[src/rtl/abs_readout_pkg.sv]
// Shared constants for the absolute position readout link
package abs_readout_pkg;
  localparam int          FRAME_BITS      = 56;
  localparam int          POS_BITS        = 32;
  localparam int          BYTE_BITS       = 8;
  localparam int          PAIR_COUNT      = FRAME_BITS / 2;
  localparam int          PAIR_CNT_W      = 5;
  localparam int          BIT_CNT_W       = 6;
  localparam int          CLK_MHZ         = 200;
  localparam int          READY_MAX_US    = 2000;
  localparam int          READY_MAX_CYC   = (READY_MAX_US * CLK_MHZ);
  localparam int          FILTER_LEN      = 4;
  localparam int          FILTER_CNT_W    = 3;
  localparam logic [7:0]  STATUS_OVERFLOW = 8'h01;
  localparam logic        RESET_MODE_REQ  = 1'b0;
  localparam logic        RESET_MODE_NOW  = 1'b1;
  localparam int          HOST_DIV        = 16;
  localparam int          HOST_DIV_W      = 5;
  localparam logic [4:0]  HOST_DIV_LAST   = 5'h0f;
endpackage

[src/rtl/abs_readout_if.sv]
// Pin bundle between the servo driver end and the controller end
`timescale 1ns/1ps
interface abs_readout_if;
  logic positionRequest;
  logic handshakeClock;
  logic dataReady;
  logic dataLow;
  logic dataHigh;
  modport device (
    input  positionRequest,
    input  handshakeClock,
    output dataReady,
    output dataLow,
    output dataHigh
  );
  modport host (
    output positionRequest,
    output handshakeClock,
    input  dataReady,
    input  dataLow,
    input  dataHigh
  );
endinterface

[src/rtl/abs_readout_device.sv]
// Servo driver end: position recovery logic and 56-bit readout sender
`timescale 1ns/1ps
// Function
// - Alarm stays reported until home preset
// - Alarm clear zeroes the position counter
// - Act on alarm clear then home preset
// - Power cycle before home re-raises alarm
// - Mode 0 enables pulses on request rise
// - Mode 1 enables pulses at alarm clear
// - Readout only with absolute function enabled
// - Frame is position, status, alarm, checksum
// - Position sent in two's complement
// - Checksum is low byte of six-byte sum
// - Status bit0 overflow; alarm code binary
// - Request repurposes shared pins for handshake
// - Low bit first output, high second; code sends frame bit 55 first on dataHigh, with bit 54 on dataLow
// - Request honoured at any time
// - Ready within 2 ms of request rise
// - Controller raises clock after ready seen
// - On clock high, shift pair, drop ready
// - Controller samples then lowers clock
// - Clock low raises ready; 28 pairs
// - Controller drops request after 56 bits
// - Request low restores normal pin functions
// - Early request drop aborts, ready low
// - Mode 0 pulse before request re-alarms
module abs_readout_device (
  input  wire logic        clk,
  input  wire logic        reset_n,
  abs_readout_if.device    link,
  input  wire logic        absEnable,
  input  wire logic        resetMode,
  input  wire logic        positionLost,
  input  wire logic        homeLatched,
  input  wire logic        alarmClearRaw,
  input  wire logic        homePreset,
  input  wire logic        pulseIn,
  input  wire logic        pulseDir,
  input  wire logic        overflowAlarm,
  input  wire logic [7:0]  alarmCode,
  input  wire logic        readyNormal,
  input  wire logic        torqueLimitNormal,
  input  wire logic        zeroSpeedNormal,
  input  wire logic [2:0]  alarmBitsNormal,
  output logic             absAlarm_q,
  output logic             pulseEnable_q,
  output logic [31:0]      position_q,
  output logic             alarmClearOut_q,
  output logic             deviationClearOut_q,
  output logic             torque_limit_reached_out_q,
  output logic             zero_speed_out_q,
  output logic             alarm_code_bit0_out_q,
  output logic             alarm_code_bit1_out_q,
  output logic             alarm_code_bit2_out_q,
  output logic             readoutBusy_q
);
  typedef enum logic [2:0] {IDLE, LOAD, READY, WAIT_LOW, DONE} tx_state_t;

  // ==========================================================
  // Input synchronisers and glitch filters
  logic [1:0] reqSync_q, ckSync_q, clrSync_q, presetSync_q, pulseSync_q, dirSync_q;
  logic [abs_readout_pkg::FILTER_CNT_W-1:0] reqCnt_q, ckCnt_q;
  logic reqF_q, ckF_q, reqFPrev_q, clrPrev_q, pulsePrev_q;

  always_ff @(posedge clk or negedge reset_n) begin
    if (!reset_n) begin
      reqSync_q    <= 2'h0;
      ckSync_q     <= 2'h0;
      clrSync_q    <= 2'h0;
      presetSync_q <= 2'h0;
      pulseSync_q  <= 2'h0;
      dirSync_q    <= 2'h0;
    end else begin
      reqSync_q    <= {reqSync_q[0], link.positionRequest};
      ckSync_q     <= {ckSync_q[0], link.handshakeClock};
      clrSync_q    <= {clrSync_q[0], alarmClearRaw};
      presetSync_q <= {presetSync_q[0], homePreset};
      pulseSync_q  <= {pulseSync_q[0], pulseIn};
      dirSync_q    <= {dirSync_q[0], pulseDir};
    end
  end

  function automatic logic [abs_readout_pkg::FILTER_CNT_W-1:0] filtStep(
      input logic [abs_readout_pkg::FILTER_CNT_W-1:0] cnt, input logic raw, input logic cur);
    logic [abs_readout_pkg::FILTER_CNT_W-1:0] r;
    r = '0;
    if (raw != cur) begin
      r = cnt + 1'b1;
    end
    return r;
  endfunction

  wire [abs_readout_pkg::FILTER_CNT_W-1:0] reqCnt_d = filtStep(reqCnt_q, reqSync_q[1], reqF_q);
  wire [abs_readout_pkg::FILTER_CNT_W-1:0] ckCnt_d  = filtStep(ckCnt_q, ckSync_q[1], ckF_q);
  wire reqFlip = (reqCnt_d == abs_readout_pkg::FILTER_CNT_W'(abs_readout_pkg::FILTER_LEN));
  wire ckFlip  = (ckCnt_d == abs_readout_pkg::FILTER_CNT_W'(abs_readout_pkg::FILTER_LEN));

  always_ff @(posedge clk or negedge reset_n) begin
    if (!reset_n) begin
      reqCnt_q    <= '0;
      ckCnt_q     <= '0;
      reqF_q      <= 1'b0;
      ckF_q       <= 1'b0;
      reqFPrev_q  <= 1'b0;
      clrPrev_q   <= 1'b0;
      pulsePrev_q <= 1'b0;
    end else begin
      reqCnt_q    <= reqFlip ? '0 : reqCnt_d;
      ckCnt_q     <= ckFlip ? '0 : ckCnt_d;
      reqF_q      <= reqFlip ? ~reqF_q : reqF_q;
      ckF_q       <= ckFlip ? ~ckF_q : ckF_q;
      reqFPrev_q  <= reqF_q;
      clrPrev_q   <= clrSync_q[1];
      pulsePrev_q <= pulseSync_q[1];
    end
  end

  wire reqRise    = reqF_q & ~reqFPrev_q;
  wire readoutOn  = reqF_q & absEnable;
  wire clrFall    = clrPrev_q & ~clrSync_q[1] & ~readoutOn;
  wire pulseEdge  = pulseSync_q[1] & ~pulsePrev_q;

  // ==========================================================
  // Absolute position recovery
  logic       started_q, clearedNoHome_q;
  wire        reAlarm   = clearedNoHome_q & ~pulseEnable_q & pulseEdge
                          & (resetMode == abs_readout_pkg::RESET_MODE_REQ);
  wire        homeSet   = presetSync_q[1] & absAlarm_q == 1'b0 | presetSync_q[1] & clearedNoHome_q;

  always_ff @(posedge clk or negedge reset_n) begin
    if (!reset_n) begin
      started_q       <= 1'b0;
      absAlarm_q      <= 1'b0;
      clearedNoHome_q <= 1'b0;
      pulseEnable_q   <= 1'b0;
      position_q      <= 32'h0000_0000;
    end else begin
      started_q <= 1'b1;
      if (!started_q) begin
        absAlarm_q    <= absEnable & (positionLost | ~homeLatched);
        pulseEnable_q <= ~(absEnable & (positionLost | ~homeLatched));
      end else if (reAlarm || positionLost) begin
        absAlarm_q      <= 1'b1;
        clearedNoHome_q <= 1'b0;
        pulseEnable_q   <= 1'b0;
      end else if (clrFall && absAlarm_q && !clearedNoHome_q) begin
        clearedNoHome_q <= 1'b1;
        position_q      <= 32'h0000_0000;
        pulseEnable_q   <= (resetMode == abs_readout_pkg::RESET_MODE_NOW);
      end else if (homeSet) begin
        absAlarm_q      <= 1'b0;
        clearedNoHome_q <= 1'b0;
        position_q      <= 32'h0000_0000;
        pulseEnable_q   <= 1'b1;
      end else begin
        if (clearedNoHome_q && reqRise) begin
          pulseEnable_q <= 1'b1;
        end
        if (pulseEdge && pulseEnable_q) begin
          position_q <= dirSync_q[1] ? position_q - 32'h0000_0001 : position_q + 32'h0000_0001;
        end
      end
    end
  end

  // ==========================================================
  // Frame builder and pair sender
  wire [7:0]  statusByte = overflowAlarm ? abs_readout_pkg::STATUS_OVERFLOW : 8'h00;
  wire [7:0]  checkSum   = position_q[31:24] + position_q[23:16] + position_q[15:8]
                           + position_q[7:0] + statusByte + alarmCode;
  wire [55:0] frame      = {position_q, statusByte, alarmCode, checkSum};

  tx_state_t                              state_q;
  logic [55:0]                            shift_q;
  logic [abs_readout_pkg::PAIR_CNT_W-1:0] pairs_q;
  logic                                   readyPin_q, lowPin_q, highPin_q;

  always_ff @(posedge clk or negedge reset_n) begin
    if (!reset_n) begin
      state_q    <= IDLE;
      shift_q    <= '0;
      pairs_q    <= '0;
      readyPin_q <= 1'b0;
      lowPin_q   <= 1'b0;
      highPin_q  <= 1'b0;
    end else if (!readoutOn) begin
      state_q    <= IDLE;
      readyPin_q <= 1'b0;
    end else begin
      case (state_q)
        IDLE: begin
          state_q <= LOAD;
        end
        LOAD: begin
          shift_q    <= frame;
          pairs_q    <= '0;
          readyPin_q <= 1'b1;
          state_q    <= READY;
        end
        READY: begin
          if (ckF_q) begin
            lowPin_q   <= shift_q[54];
            highPin_q  <= shift_q[55];
            shift_q    <= {shift_q[53:0], 2'b00};
            pairs_q    <= pairs_q + 1'b1;
            readyPin_q <= 1'b0;
            state_q    <= WAIT_LOW;
          end
        end
        WAIT_LOW: begin
          if (!ckF_q) begin
            if (pairs_q == abs_readout_pkg::PAIR_CNT_W'(abs_readout_pkg::PAIR_COUNT)) begin
              state_q <= DONE;
            end else begin
              readyPin_q <= 1'b1;
              state_q    <= READY;
            end
          end
        end
        default: begin
          state_q <= DONE;
        end
      endcase
    end
  end

  // ==========================================================
  // Shared pin multiplexing
  always_ff @(posedge clk or negedge reset_n) begin
    if (!reset_n) begin
      link.dataReady             <= 1'b0;
      link.dataLow               <= 1'b0;
      link.dataHigh              <= 1'b0;
      alarmClearOut_q            <= 1'b0;
      deviationClearOut_q        <= 1'b0;
      torque_limit_reached_out_q <= 1'b0;
      zero_speed_out_q           <= 1'b0;
      alarm_code_bit0_out_q      <= 1'b0;
      alarm_code_bit1_out_q      <= 1'b0;
      alarm_code_bit2_out_q      <= 1'b0;
      readoutBusy_q              <= 1'b0;
    end else begin
      readoutBusy_q              <= readoutOn;
      link.dataReady             <= readoutOn ? readyPin_q : readyNormal;
      link.dataLow               <= readoutOn ? lowPin_q : torqueLimitNormal;
      link.dataHigh              <= readoutOn ? highPin_q : zeroSpeedNormal;
      alarmClearOut_q            <= ~readoutOn & clrSync_q[1];
      deviationClearOut_q        <= ~readoutOn & clrSync_q[1];
      torque_limit_reached_out_q <= ~readoutOn & torqueLimitNormal;
      zero_speed_out_q           <= ~readoutOn & zeroSpeedNormal;
      alarm_code_bit0_out_q      <= ~readoutOn & alarmBitsNormal[0];
      alarm_code_bit1_out_q      <= ~readoutOn & alarmBitsNormal[1];
      alarm_code_bit2_out_q      <= ~readoutOn & alarmBitsNormal[2];
    end
  end
endmodule

[src/flat_wrapper.sv]
// flat-port wrapper written by rule: the top's interface ports become plain ports
module abs_readout_device_flat 
  (clk, reset_n, absEnable, resetMode, positionLost, homeLatched, alarmClearRaw, homePreset, pulseIn, pulseDir, overflowAlarm, alarmCode, readyNormal, torqueLimitNormal, zeroSpeedNormal, alarmBitsNormal, absAlarm_q, pulseEnable_q, position_q, alarmClearOut_q, deviationClearOut_q, torque_limit_reached_out_q, zero_speed_out_q, alarm_code_bit0_out_q, alarm_code_bit1_out_q, alarm_code_bit2_out_q, readoutBusy_q, link_positionRequest, link_handshakeClock, link_dataReady, link_dataLow, link_dataHigh);
  abs_readout_if link_i ();
  input  wire logic clk;
  input  wire logic reset_n;
  input  wire logic absEnable;
  input  wire logic resetMode;
  input  wire logic positionLost;
  input  wire logic homeLatched;
  input  wire logic alarmClearRaw;
  input  wire logic homePreset;
  input  wire logic pulseIn;
  input  wire logic pulseDir;
  input  wire logic overflowAlarm;
  input  wire logic [7:0] alarmCode;
  input  wire logic readyNormal;
  input  wire logic torqueLimitNormal;
  input  wire logic zeroSpeedNormal;
  input  wire logic [2:0] alarmBitsNormal;
  output logic absAlarm_q;
  output logic pulseEnable_q;
  output logic [31:0] position_q;
  output logic alarmClearOut_q;
  output logic deviationClearOut_q;
  output logic torque_limit_reached_out_q;
  output logic zero_speed_out_q;
  output logic alarm_code_bit0_out_q;
  output logic alarm_code_bit1_out_q;
  output logic alarm_code_bit2_out_q;
  output logic readoutBusy_q;
  input wire logic [$bits(link_i.positionRequest)-1:0] link_positionRequest;
  input wire logic [$bits(link_i.handshakeClock)-1:0] link_handshakeClock;
  output wire logic [$bits(link_i.dataReady)-1:0] link_dataReady;
  output wire logic [$bits(link_i.dataLow)-1:0] link_dataLow;
  output wire logic [$bits(link_i.dataHigh)-1:0] link_dataHigh;
  assign link_i.positionRequest = link_positionRequest;
  assign link_i.handshakeClock = link_handshakeClock;
  assign link_dataReady = link_i.dataReady;
  assign link_dataLow = link_i.dataLow;
  assign link_dataHigh = link_i.dataHigh;
  abs_readout_device u_core (.clk(clk), .reset_n(reset_n), .link(link_i), .absEnable(absEnable), .resetMode(resetMode), .positionLost(positionLost), .homeLatched(homeLatched), .alarmClearRaw(alarmClearRaw), .homePreset(homePreset), .pulseIn(pulseIn), .pulseDir(pulseDir), .overflowAlarm(overflowAlarm), .alarmCode(alarmCode), .readyNormal(readyNormal), .torqueLimitNormal(torqueLimitNormal), .zeroSpeedNormal(zeroSpeedNormal), .alarmBitsNormal(alarmBitsNormal), .absAlarm_q(absAlarm_q), .pulseEnable_q(pulseEnable_q), .position_q(position_q), .alarmClearOut_q(alarmClearOut_q), .deviationClearOut_q(deviationClearOut_q), .torque_limit_reached_out_q(torque_limit_reached_out_q), .zero_speed_out_q(zero_speed_out_q), .alarm_code_bit0_out_q(alarm_code_bit0_out_q), .alarm_code_bit1_out_q(alarm_code_bit1_out_q), .alarm_code_bit2_out_q(alarm_code_bit2_out_q), .readoutBusy_q(readoutBusy_q));
endmodule
[config.mk]
export PLATFORM = sky130hd
export DESIGN_NAME = abs_readout_device_flat
export DESIGN_NICKNAME = d
export VERILOG_FILES = /design/src/rtl/abs_readout_pkg.sv /design/src/rtl/abs_readout_if.sv /design/src/rtl/abs_readout_device.sv /design/src/flat_wrapper.sv
export SDC_FILE = /design/constraint.sdc
export NUM_CORES = 1
export LEC_CHECK = 0
export BUFFER_PORTS_ARGS = -buffer_cell sky130_fd_sc_hd__buf_2
export CAP_MARGIN = 30
export CELL_PAD_IN_SITES_DETAIL_PLACEMENT = 0
export CELL_PAD_IN_SITES_GLOBAL_PLACEMENT = 1
export CORE_AREA = 3 3 136 138
export DETAILED_ROUTE_END_ITERATION = 10
export DIE_AREA = 0 0 139 141
export GPL_TIMING_DRIVEN = 1
export PLACE_DENSITY_LB_ADDON = 0.1
export SETUP_SLACK_MARGIN = 0.02
export SLEW_MARGIN = 5
export SYNTH_ARGS = -nofsm -noshare
export SYNTH_HDL_FRONTEND = slang
export SYNTH_SLANG_ARGS = --single-unit
export TNS_END_PERCENT = 30
[constraint.sdc]
create_clock -name clk -period 4.6 [get_ports clk]
set_input_delay 0 -clock clk [delete_from_list [all_inputs] [get_ports clk]]
set_output_delay 0 -clock clk [all_outputs]
set_load 0.05 [all_outputs]
==> results.md <==
- Post-synthesis compound-gate area fraction: 19.8%
- Synth Area in XOR/XNOR: 4.33%
- Core area: 17300 sq um
- Layout cells sized above 1: 13.7%
- Min-delay src: homeLatched
- Top-area cell type share of the netlist area: 42.1%
- Worst-case reg-to-reg path depth: 16
- Leak: 4.56 nW
- Leading area contributor after synthesis: dfrtp_1
- Final clock skew: 0.00929 ns
- Vias per inst: 5.44
- Hold Path End: u_core.pulseEnable_q
- CTS sink cnt: 136
- Fin nets: 1029
- Hold Crit Depth: 5
- Pre-antenna DRT Iters: 6
- Drc violations: 0
- Syn nets: 948
- Die W: 139 um
- I/O pin count: 72
- Detailed placement HPWL: 14800 um
- Worst-path fanout max: 4
- Worst R2R End: u_core.shift_q[7]
- HP Class: input port to register
- Post-synthesis adder-cell area fraction: 11.8%
- Post-synthesis mux area share: 2.80%
- Met2 Routed Length: 9460 um
- Yosys Warn Count: 0
- Post_cts resized: 0
- Global-route wire length before repair: 33400 um
- Actual slew at the worst max-slew pin: 0.889 ns
- Synth Area per Inst: 9.42 sq um
- Final setup fails: 0
- CP Buf/Inv Count: 4
- Root Buffer: clkbuf_16
- Total CTS buffers: 17
- Critical Path AT: 4.26 ns
- Die height: 141 um
- Post-DRT Antenna Nets: 0
- Slew HR: 40.7%
- Area grow syn2layout: 16.5%
- Async set-reset flop share out of synthesis: 100%
- Avg WL per Cell: 17.2 um
- Total global-route track usage: 21.3%
- Period utilisation layout: 85.2%
- Reg2reg start: u_core.position_q[1]
- GPL Wtd Cong: 0.894
- Top routing layer in use: met4
- Crit-path max cell delay: 0.52 ns
- PortBufs: 71
- Critical Path Slowest Stage Cell: fa_1
- Routed wl met3: 1150 um
- Simple-Gate Fraction of Synth Area: 13.8%
- M1 WL: 9330 um
- R2r setup slk: 0.68 ns
- Vias in the first global route: 6444
- DR vias: 6405
- Max Slew Vio Count: 0
- Antenna diode count: 0
- Clock Latency Late Sink: 0.42 ns
- Top cells by area, synth: dfrtp_1 42%, ha_1 6.3%, fa_1 5.4%
- Max-cap check violation count: 0
- Overall die area: 19600 sq um
- Post-synthesis sequential area ratio: 42.1%
- DRT iter0 DRCs: 358
- Post-route core utilization: 54.5%
- Highest Clock Rate: 255 MHz
- Crit-path cells: inv_1 -> fa_1 -> inv_1 -> fa_1 -> inv_1 -> fa_1 -> inv_1 -> ha_1 -> fa_1 -> a21o_1 -> a21oi_1 -> o21bai_1 -> a21oi_1 -> xnor2_1 -> mux2i_1 -> o21ai_0
- Crit path time final: 3.92 ns
- Startpoint Class: register
- Total Wirelength: 20300 um
- Largest net degree at the start of global routing: 89
- Top FF cell, synth: dfrtp_1
- Initial antenna violation count: 0
- Worst-path clk slew: 0.06 ns
- H-Tree Depth: 4
- Post-Syn Area: 8080 sq um
- Clock Path Buffers: 2
- CP top delay family: adder cells
- Largest family of logic cells by synthesized area: compound AO/OA/AOI/OAI gates
- Critical setup path kind: register to register
- TritonCTS clock tree: done
- Worst Setup End Kind: register
- Total negative setup slack: 0 ns
- Final Hold Vio Count: 0
- Peak supply drop: 0.350 mV
- Status: finished, final reports clean
- Count of cell types in the netlist: 70
- Total setup buffers inserted after CTS: 0
- Pwr Density: 628 nW/um^2
- #FFs+latches synth: 136
- Mapped Cells: 858
- Global route overflow: 0
- Initial Util: 46.7%
- Worst EP required: 4.94 ns
- Core Rows: 48
- RSZ-0062 raised after global routing: false
- Post-synth EDFFs: 0
==> worst max-delay path by stage <==
stage                               startpoint                end  slack, ns  cells past startpoint
final                     u_core.position_q[1]  u_core.shift_q[7]       0.68                     16
after global routing      u_core.position_q[1]  u_core.shift_q[7]       0.40                     16
after CTS                 u_core.position_q[1]  u_core.shift_q[7]       0.66                     16
after detailed placement  u_core.position_q[1]  u_core.shift_q[7]       0.66                     16
after global placement    u_core.position_q[1]  u_core.shift_q[7]       0.79                     16
after floorplan           u_core.position_q[1]  u_core.shift_q[7]       0.54                     16
==> cells by family after synthesis <==
group                      count (synthesis)
AOI/OAI and AO/OA                        244
and+or+nand+nor                          241
DFF                                      136
buffers and inverters                    111
adders and majority gates                 63
xor gates and xnor gates                  40
muxes                                     22
other                                      1
==> placed cells by master, fill, tap and decap left out, types with 6 or more instances in the layout <==
master         count
nand2_1           97
o211ai_1           8
nor2b_1           10
nand3_1           12
dfrtp_1          136
dlygate4sd3_1     19
xnor2_1           25
o22ai_1            7
a21oi_1           63
xor2_1            15
o21ai_0           68
inv_1             76
mux2i_1           17
and3_1             7
nand4_1            6
nor2_1            66
nor3_1            11
a21o_1            24
clkbuf_16         17
a22o_1            11
buf_2             71
and2_1            11
fa_1              22
a31oi_1            6
o21bai_1           6
ha_1              41
==> worst reg2reg max path: stages (launching register included) <==
cell and delay [ns]:
dfrtp_1 0.41, inv_1 0.12, fa_1 0.52, inv_1 0.06
fa_1 0.50, inv_1 0.05, fa_1 0.49, inv_1 0.04
ha_1 0.21, fa_1 0.40, a21o_1 0.17, a21oi_1 0.22
o21bai_1 0.09, a21oi_1 0.17, xnor2_1 0.13, mux2i_1 0.08
o21ai_0 0.18
==> through the flow <==
stage	cells	worst slack, ns	area [sq um]	hold WS, ns	power, W
6_report	1177	0.680	9420	0.0167	0.00591
5_1_grt	1177	0.399	9420	0.0268	0.00642
4_1_cts	1176	0.657	9420	0.00129	0.00598
3_5_place_dp	1125	0.664	8640	0.109	0.00458
3_3_place_gp	1125	0.792	8640	0.108	0.00452
2_1_floorplan	858	0.539	8080	-0.296	0.00390
==> cell usage after synthesis (3+ instances only) <==
cell	number
nand3_1	12
a31oi_1	6
a21oi_1	63
o21ai_0	68
a21boi_0	4
inv_1	76
nand2_1	97
and3_1	7
a211oi_1	5
o211ai_1	8
nor3b_1	5
ha_1	41
o21a_1	4
o22ai_1	7
buf_2	6
nand4_1	6
a41oi_1	3
nor2b_1	10
o21bai_1	6
nor2_1	67
xor2_1	15
mux2_2	5
a21o_1	24
o31ai_1	4
nor3_1	11
fa_1	22
xnor2_1	25
mux2i_1	17
and2_1	11
dfrtp_1	136
clkbuf_1	26
a22o_1	11
==> metal layers <==
| layer | GRT usage (%) | vias up |
|---|---|---|
| li1 | - | 3144 |
| met1 | 29.3 | 3086 |
| met2 | 33.9 | 153 |
| met3 | 5.97 | 22 |
| met4 | 4.94 | 0 |
| met5 | 0 | - |
==> what timing repair did <==
| action | 4_1_cts | 5_1_grt |
|---|---|---|
| hold buffers | 19 | 0 |
| hold endpoints to repair | 106 | 0 |
| setup endpoints to repair | 0 | 0 |
==> where the power goes <==
part / leakage (nW) / internal, W / switching [W]
sequential: 1.79 / 0.00148 / 0.000246
combinational: 2.49 / 0.00109 / 0.00174
clock: 0.279 / 0.000815 / 0.000546
total: 4.56 / 0.00338 / 0.00253
==> sequential cells by signal (all words and copies together), names as in the netlist, 2 cells and up <==
register / count
u_core.shift_q: 56
u_core.presetSync_q: 2
u_core.pulseSync_q: 2
u_core.reqSync_q: 2
u_core.position_q: 32
u_core.dirSync_q: 2
u_core.reqCnt_q: 3
u_core.pairs_q: 5
u_core.ckSync_q: 2
u_core.clrSync_q: 2
u_core.ckCnt_q: 3
u_core.state_q: 3
==> final cells by class <==
type                    instances  area [sq um]
fillers                      1600          7880
multi-input cells             611          4260
flip-flops and latches        136          3400
repair buffers                 96           594
clock buffers                  18           439
inverters                      77           289
well taps                     225           282
clock inverters                14           149
(Power assumes the default switching activity.)
